File: src/ldcr_map.vh
// register map constants for the laser driver control register bank
// assumes inclusion by ldcr_regs.v only
`ifndef LDCR_MAP_VH
`define LDCR_MAP_VH

`define LDCR_OFS_MAIN 8'h00
`define LDCR_OFS_AUX 8'h01
`define LDCR_OFS_MOD_LO 8'h02
`define LDCR_OFS_MOD_HI 8'h03

`define LDCR_RST_MAIN 8'h00
`define LDCR_RST_AUX 8'h00
`define LDCR_RST_MOD_LO 2'h0
`define LDCR_RST_MOD_HI 8'h00

`define LDCR_MAIN_ENA 7
`define LDCR_MAIN_PDR_HI 6
`define LDCR_MAIN_PDR_LO 5
`define LDCR_MAIN_LOOP 4
`define LDCR_MAIN_FAULT_DETECT_ENABLE 3
`define LDCR_MAIN_POL 2
`define LDCR_MAIN_EQ 1
`define LDCR_MAIN_PHOTODIODE_POLARITY 0

`define LDCR_AUX_CROSSPOINT_TEMPCO_ENABLE 7
`define LDCR_AUX_CPR_HI 6
`define LDCR_AUX_CPR_LO 5
`define LDCR_AUX_CROSSPOINT_ENABLE 4
`define LDCR_AUX_OFFSET_CANCEL_DISABLE 3
`define LDCR_AUX_BPOL 2
`define LDCR_AUX_DMODE 1
`define LDCR_AUX_TERM 0

`define LDCR_MOD_LO_W 2
`define LDCR_BYTE_BITS 4'h8

`endif

File: src/ldcr_regs.v
// laser driver control register bank behind a 2-wire serial slave
// assumes scl/sda pins arrive asynchronously; fault_event is on mclk
`include "ldcr_map.vh"
`default_nettype none

module ldcr_regs #(
    // device address is arbitrary
    parameter [6:0] DEV_ADDR = 7'h2a
) (
    input wire mclk,
    input wire sys_rst,
    input wire scl_pin,
    input wire sda_pin,
    output wire sda_out,
    output wire sda_oe,
    input wire fault_event,
    output wire fault_latched,
    output wire fault_clear,
    output wire chip_enable,
    output wire [1:0] photodiode_range,
    output wire loop_mode_select,
    output wire fault_detect_enable,
    output wire output_polarity,
    output wire equalizer_enable,
    output wire photodiode_polarity,
    output wire crosspoint_tempco_enable,
    output wire [1:0] crosspoint_range,
    output wire crosspoint_enable,
    output wire offset_cancel_disable,
    output wire bias_polarity,
    output wire disable_mode_select,
    output wire serial_termination_select,
    output wire [9:0] modulation_code
);

    localparam [8:0] S_IDLE = 9'h001;
    localparam [8:0] S_DEV = 9'h002;
    localparam [8:0] S_DACK = 9'h004;
    localparam [8:0] S_RX = 9'h008;
    localparam [8:0] S_RACK = 9'h010;
    localparam [8:0] S_RD = 9'h020;
    localparam [8:0] S_MACK = 9'h040;
    localparam [8:0] S_WAIT = 9'h080;
    localparam [8:0] S_SPARE = 9'h100;
    // S_SPARE only rounds out the one-hot set; the default branch leaves it

    reg [7:0] main_control;
    reg [7:0] auxiliary_control;
    reg [1:0] modulation_code_low;
    reg [7:0] modulation_code_high;

    reg scl_m;
    reg scl_s;
    reg scl_q;
    reg sda_m;
    reg sda_s;
    reg sda_q;
    reg [8:0] state;
    reg [3:0] bit_cnt;
    reg [7:0] rx_sr;
    reg [7:0] tx_sr;
    reg [7:0] ptr;
    reg ptr_loaded;
    reg rw_bit;
    reg master_ack;
    reg sda_oe_q;
    reg ena_d;
    reg fault_q;
    reg fault_clear_q;
    reg sda_level;

    wire scl_rise;
    wire scl_fall;
    wire start_cond;
    wire stop_cond;
    wire ena_rise;
    wire [7:0] rd_cur;
    wire [7:0] rd_next;

    // combinational read mux; unmapped offsets read zero
    function [7:0] reg_read;
        input [7:0] ofs;
        begin
            case (ofs)
                `LDCR_OFS_MAIN: reg_read = main_control;
                `LDCR_OFS_AUX: reg_read = auxiliary_control;
                `LDCR_OFS_MOD_LO: reg_read = {6'h00, modulation_code_low};
                `LDCR_OFS_MOD_HI: reg_read = modulation_code_high;
                default: reg_read = 8'h00;
            endcase
        end
    endfunction

    // byte at the pointer, and the next one for the prefetch on a master ack
    assign rd_cur = reg_read(ptr);
    assign rd_next = reg_read(ptr + 8'h01);

    // edges are taken between the second and third flops only
    assign scl_rise = scl_s & ~scl_q;
    assign scl_fall = ~scl_s & scl_q;
    assign start_cond = scl_s & scl_q & sda_q & ~sda_s;
    assign stop_cond = scl_s & scl_q & ~sda_q & sda_s;

    // synchronizer flops come out of reset high so an idle bus is not taken for a start
    always @(posedge mclk or posedge sys_rst) begin
        if (sys_rst) begin
            scl_m <= 1'b1;
            scl_s <= 1'b1;
            scl_q <= 1'b1;
            sda_m <= 1'b1;
            sda_s <= 1'b1;
            sda_q <= 1'b1;
            sda_level <= 1'b0;
        end else begin
            scl_m <= scl_pin;
            scl_s <= scl_m;
            scl_q <= scl_s;
            sda_m <= sda_pin;
            sda_s <= sda_m;
            sda_q <= sda_s;
            sda_level <= 1'b0;
        end
    end

    // serial protocol engine: pointer byte first, then auto-incrementing data
    always @(posedge mclk or posedge sys_rst) begin
        if (sys_rst) begin
            state <= S_IDLE;
            bit_cnt <= 4'h0;
            rx_sr <= 8'h00;
            tx_sr <= 8'h00;
            ptr <= 8'h00;
            ptr_loaded <= 1'b0;
            rw_bit <= 1'b0;
            master_ack <= 1'b0;
            sda_oe_q <= 1'b0;
            // all control registers start at zero
            main_control <= `LDCR_RST_MAIN;
            auxiliary_control <= `LDCR_RST_AUX;
            modulation_code_low <= `LDCR_RST_MOD_LO;
            modulation_code_high <= `LDCR_RST_MOD_HI;
        // start and stop win over any state, so a confused frame always ends
        end else if (start_cond) begin
            state <= S_DEV;
            bit_cnt <= 4'h0;
            sda_oe_q <= 1'b0;
        end else if (stop_cond) begin
            state <= S_IDLE;
            sda_oe_q <= 1'b0;
        end else begin
            case (state)
                S_IDLE: begin
                    sda_oe_q <= 1'b0;
                end
                S_DEV: begin
                    // address bits shift in on rising clock edges
                    if (scl_rise) begin
                        rx_sr <= {rx_sr[6:0], sda_s};
                        bit_cnt <= bit_cnt + 4'h1;
                    end else if (scl_fall && bit_cnt == `LDCR_BYTE_BITS) begin
                        if (rx_sr[7:1] == DEV_ADDR) begin
                            rw_bit <= rx_sr[0];
                            sda_oe_q <= 1'b1;
                            state <= S_DACK;
                        end else begin
                            // wrong address: ignore the frame until the next start or stop
                            state <= S_WAIT;
                        end
                    end
                end
                S_DACK: begin
                    if (scl_fall) begin
                        bit_cnt <= 4'h0;
                        if (rw_bit) begin
                            // first read bit goes out on the falling edge that ends the ack
                            tx_sr <= rd_cur;
                            sda_oe_q <= ~rd_cur[7];
                            state <= S_RD;
                        end else begin
                            sda_oe_q <= 1'b0;
                            ptr_loaded <= 1'b0;
                            state <= S_RX;
                        end
                    end
                end
                S_RX: begin
                    if (scl_rise) begin
                        rx_sr <= {rx_sr[6:0], sda_s};
                        bit_cnt <= bit_cnt + 4'h1;
                    end else if (scl_fall && bit_cnt == `LDCR_BYTE_BITS) begin
                        sda_oe_q <= 1'b1;
                        state <= S_RACK;
                        if (!ptr_loaded) begin
                            // first byte after address and write is the pointer
                            ptr <= rx_sr;
                            ptr_loaded <= 1'b1;
                        end else begin
                            ptr <= ptr + 8'h01;
                            case (ptr)
                                `LDCR_OFS_MAIN: main_control <= rx_sr;
                                `LDCR_OFS_AUX: auxiliary_control <= rx_sr;
                                `LDCR_OFS_MOD_LO:
                                    modulation_code_low <= rx_sr[`LDCR_MOD_LO_W-1:0];
                                `LDCR_OFS_MOD_HI: modulation_code_high <= rx_sr;
                                // past the map: acked, then dropped
                                default: ptr <= ptr + 8'h01;
                            endcase
                        end
                    end
                end
                S_RACK: begin
                    // release the ack once the clock falls
                    if (scl_fall) begin
                        sda_oe_q <= 1'b0;
                        bit_cnt <= 4'h0;
                        state <= S_RX;
                    end
                end
                S_RD: begin
                    if (scl_rise) begin
                        bit_cnt <= bit_cnt + 4'h1;
                    end else if (scl_fall) begin
                        if (bit_cnt == `LDCR_BYTE_BITS) begin
                            // the ninth bit belongs to the master's ack
                            sda_oe_q <= 1'b0;
                            state <= S_MACK;
                        end else begin
                            tx_sr <= {tx_sr[6:0], 1'b0};
                            sda_oe_q <= ~tx_sr[6];
                        end
                    end
                end
                S_MACK: begin
                    if (scl_rise) begin
                        // a low ninth bit asks for another byte
                        master_ack <= ~sda_s;
                    end else if (scl_fall) begin
                        if (master_ack) begin
                            bit_cnt <= 4'h0;
                            tx_sr <= rd_next;
                            sda_oe_q <= ~rd_next[7];
                            ptr <= ptr + 8'h01;
                            state <= S_RD;
                        end else begin
                            // a nack ends the read; the pointer still moves past the byte sent
                            ptr <= ptr + 8'h01;
                            state <= S_WAIT;
                        end
                    end
                end
                S_WAIT: begin
                    // another device's frame or a finished read: stay off the line
                    sda_oe_q <= 1'b0;
                end
                default: begin
                    state <= S_IDLE;
                    sda_oe_q <= 1'b0;
                end
            endcase
        end
    end

    // taken from the stored bit, so only a host write or sys_rst can clear a fault
    assign ena_rise = main_control[`LDCR_MAIN_ENA] & ~ena_d;

    // fault latch, set wins over clear
    always @(posedge mclk or posedge sys_rst) begin
        if (sys_rst) begin
            ena_d <= 1'b0;
            fault_q <= 1'b0;
            fault_clear_q <= 1'b0;
        end else begin
            ena_d <= main_control[`LDCR_MAIN_ENA];
            fault_clear_q <= ena_rise;
            // a fault in the clearing cycle must survive the clear
            if (fault_event && main_control[`LDCR_MAIN_FAULT_DETECT_ENABLE]) begin
                fault_q <= 1'b1;
            end else if (ena_rise) begin
                fault_q <= 1'b0;
            end
        end
    end

    // open drain: the pin is only ever pulled low, the level comes from a flop
    assign sda_out = sda_level;
    assign sda_oe = sda_oe_q;
    assign fault_latched = fault_q;
    assign fault_clear = fault_clear_q;
    assign chip_enable = main_control[`LDCR_MAIN_ENA];
    // range code, 1X treated as top range downstream
    assign photodiode_range = main_control[`LDCR_MAIN_PDR_HI:`LDCR_MAIN_PDR_LO];
    assign loop_mode_select = main_control[`LDCR_MAIN_LOOP];
    assign fault_detect_enable = main_control[`LDCR_MAIN_FAULT_DETECT_ENABLE];
    assign output_polarity = main_control[`LDCR_MAIN_POL];
    assign equalizer_enable = main_control[`LDCR_MAIN_EQ];
    assign photodiode_polarity = main_control[`LDCR_MAIN_PHOTODIODE_POLARITY];
    assign crosspoint_tempco_enable = auxiliary_control[`LDCR_AUX_CROSSPOINT_TEMPCO_ENABLE];
    assign crosspoint_range = auxiliary_control[`LDCR_AUX_CPR_HI:`LDCR_AUX_CPR_LO];
    assign crosspoint_enable = auxiliary_control[`LDCR_AUX_CROSSPOINT_ENABLE];
    // offset cancel; combination with cross-point off is not guarded here
    assign offset_cancel_disable = auxiliary_control[`LDCR_AUX_OFFSET_CANCEL_DISABLE];
    assign bias_polarity = auxiliary_control[`LDCR_AUX_BPOL];
    assign disable_mode_select = auxiliary_control[`LDCR_AUX_DMODE];
    assign serial_termination_select = auxiliary_control[`LDCR_AUX_TERM];
    assign modulation_code = {modulation_code_high, modulation_code_low};

endmodule // ldcr_regs

`default_nettype wire

File: config.mk
export PLATFORM = sky130hd
export DESIGN_NAME = ldcr_regs
export DESIGN_NICKNAME = d
export VERILOG_FILES = /design/src/ldcr_regs.v
export VERILOG_INCLUDE_DIRS = /design/src
export SDC_FILE = /design/constraint.sdc
export NUM_CORES = 1
export LEC_CHECK = 0
export BUFFER_PORTS_ARGS = -buffer_cell sky130_fd_sc_hd__buf_2
export CELL_PAD_IN_SITES_DETAIL_PLACEMENT = 1
export CELL_PAD_IN_SITES_GLOBAL_PLACEMENT = 1
export CORE_ASPECT_RATIO = 1.4
export CORE_MARGIN = 1
export CORE_UTILIZATION = 30
export CTS_BUF_LIST = sky130_fd_sc_hd__clkbuf_16
export DETAILED_ROUTE_END_ITERATION = 6
export PLACE_DENSITY = 0.53
export SYNTH_ARGS = -nofsm -noshare
export SYNTH_HDL_FRONTEND = slang
export SYNTH_SLANG_ARGS = --single-unit
File: constraint.sdc
create_clock -name mclk -period 3.6 [get_ports mclk]
set_input_delay 0.36 -clock mclk [delete_from_list [all_inputs] [get_ports mclk]]
set_output_delay 0.36 -clock mclk [all_outputs]
set_load 0.005 [all_outputs]
==> metrics.txt <==
status finished, final reports clean; Synthesized Nets 407; Hold Buf Count CTS 0; library cells used by synthesis 72; pre-CTS WS 0.889 ns; Crit Path Max Fanout 8; Post-synth EDFFs 0; Synth Area per Inst 10.4 um2; Detailed Place HPWL 8530 um; count of input and output buffers 33; placer's final routability congestion estimate 0.744; area delta synth->final 12.6%; min Tclk post-route 2.72 ns; DRT iter0 DRCs 107; Hold Startpoint sda_pin; final core utilization 34.6%; vias per cell 5.33; Int Pwr 0.00142 W; Critical Path End Type flop; Startpoint Class flop; Post-Route Setup TNS 0 ns; sequential fraction of the synthesis area 45.3%; Clk pwr share 41.9%; Seq cells post-synth 74; chip height 140 um; Routed Antenna Nets 0; core area 13400 um2; ys async rst share 100%; count of final setup violators 0; Mapped Cells 395; Synthesis Warnings 0; f_max 367 MHz; largest net degree at the start of global routing 48; sequential group share of total power 47.5%; CTS resizes 0; CP bufs+invs 0; Slew @ Worst Pin 0.843 ns; Synth area leaders dfrtp_1, mux2_2, dfstp_2, nand2_1, a222oi_1; FF-to-FF Start state[2]; RSZ-0062 raised after global routing no; slew margin rel. 43.8%; Hold Fails Final Rpt 0; TritonCTS clock tree done; wire per inst 18.7 um; final slew viol count 0; Final nets 432; crit-path max cell delay 0.65 ns; CTS Buf Count 9; Yosys top cell by area dfrtp_1; PwrDens 426 nW/um2; share of cells above drive strength 1 27.1%; worst reg2reg path endpoint auxiliary_control[7]; io pins 35; Hold Path End sda_m; Crit-path slowest cell nor4_1; Hold WC Path Type input port to flop; worst-path cell chain nor4_1 > nand4b_1 > nor2_1 > and2_1 > mux2_2; Clock Pin Slew Worst Setup and Hold Paths 0.06 ns; synthesized cell area 4110 um2; Switching Share 28.2%; initial antenna violation count 0; vias post-DR 3236; placed insts 591; top-area cell type share of the netlist area 40.8%; hold depth 1; CP Class flop to flop; Req. time, crit path 3.81 ns; DR pass1 iterations 5; # DRC 0; Max IR drop VDD 174 uV; final wirelength 11400 um; crit path DAT 2.94 ns; Clock Skew 0.00963 ns; LEAKAGE 2.11 nW; Psw 0.000556 W; top cells by count, synth dfrtp_1, mux2_2, nand2_1; worst skew pair latency 0.33 ns; root cell of the clock tree clkbuf_16; top-count cell post-synth dfrtp_1; Sink Count 74; Period Utilization, post-route 75.6%; Comb power frac 10.6%; max_cap viols 0; setup bufs post-CTS 0; PnR worst setup slack 0.877 ns; Worst R2R Path Depth 5; H-tree levels 3; total grt overflow 0; number of diodes 0; first-pass GRT wire length 19000 um; row count 50; non-filler cells, final 607; die footprint 14200 um2; vias in the first global route 3438; Starting Density 30.7%; Post-synth top flop dfrtp_1; CP top delay family simple AND/OR/NAND/NOR gates; die width 101 um; FILL cells 1555; Total GRT Usage 17.7%; clk buf depth 2; reg2reg setup slack 0.88 ns
==> cell usage in the layout, fill, tap and decap left out, drive strengths merged, types with 2 or more instances in the layout <==
cell,instances
a211oi,2
a21o,4
a21oi,19
a221oi,8
a222oi,12
a22oi,10
a31oi,6
and2,4
and3,4
buf,36
clkbuf,9
clkinv,4
clkinvlp,3
dfrtp,67
dfstp,7
ha,7
inv,15
mux2,38
nand2,34
nand2b,8
nand3,15
nand4,2
nand4b,3
nor2,28
nor2b,3
nor3,6
nor3b,2
nor4,6
o21ai,25
o22ai,2
o2bb2ai,2
o31ai,3
o41ai,2
xor2,4
==> worst reg2reg max path, cell delays in order (launching register included) <==
cell	delay, ns
dfrtp_1	0.45
nor4_1	0.65
nand4b_1	0.36
nor2_1	0.33
and2_1	0.43
mux2_2	0.39
==> layer usage <==
metal / vias to the layer above / wire [um] / global-route usage, % / part of all wire, %
met1: 1621 / 4790 / 21.4 / 42
met4: 0 / 268 / 8.01 / 2.4
met2: 64 / 6030 / 30.5 / 53
met5: - / 0 / 0 / 0
met3: 21 / 268 / 2.64 / 2.4
li1: 1530 / - / - / -
==> area by class of cell <==
class | instances | area, um2 | area share, %
inverters | 15 | 57.6 | 1.24
well taps | 182 | 228 | 4.92
multi-input cells | 284 | 2020 | 43.7
repair buffers | 36 | 188 | 4.06
flip-flops and latches | 74 | 1860 | 40.2
clock inverters | 7 | 45.0 | 0.974
clock buffers | 9 | 225 | 4.87
==> registers in the layout (all words and copies together) (netlist names), 2 cells and up <==
signal,flops
tx_sr,7
auxiliary_control,8
main_control,8
bit_cnt,4
modulation_code_low,2
rx_sr,8
modulation_code_high,8
state,8
ptr,8
==> worst max-delay path by stage <==
stage | end | slack [ns] | start | cells past startpoint
floorplan | sda_oe | 1.36 | scl_q | 7
global placement | main_control[0] | 0.94 | state[2] | 5
detailed placement | auxiliary_control[7] | 0.89 | state[2] | 5
CTS | auxiliary_control[7] | 0.84 | state[2] | 5
global route | auxiliary_control[7] | 0.67 | state[2] | 5
finish | auxiliary_control[7] | 0.88 | state[2] | 5
==> cell families (layout without fill, tap and decap cells) <==
group                      count (synthesis)  count (layout)  synth area share, %
xor gates and xnor gates                   5               5                 1.07
buffers and inverters                     37              67                 5.48
other                                      1               1               0.0913
and+or+nand+nor                          124             124                 16.6
muxes                                     39              39                 10.7
adders and majority gates                  7               7                 2.13
DFF                                       74              74                 45.3
AOI/OAI and AO/OA                        108             108                 18.6
==> stage by stage <==
step	total power (W)	cell area, um2	hold WS (ns)
2_1_floorplan	0.00109	4110	0.345
3_3_place_gp	0.00116	4360	0.346
3_5_place_dp	0.00117	4360	0.353
4_1_cts	0.00201	4630	0.114
5_1_grt	0.00207	4630	0.118
6_report	0.00197	4630	0.125
==> power groups by stage <==
stage | Combinational [W] | Clock [W] | Sequential [W]
global placement | 0.000209 | 0 | 0.000949
floorplan | 0.000178 | 0 | 0.000913
finish | 0.000210 | 0.000825 | 0.000936
CTS | 0.000214 | 0.000855 | 0.000937
detailed placement | 0.000212 | 0 | 0.000953
global route | 0.000241 | 0.000885 | 0.000941
Power figures use the tool's default switching activity.
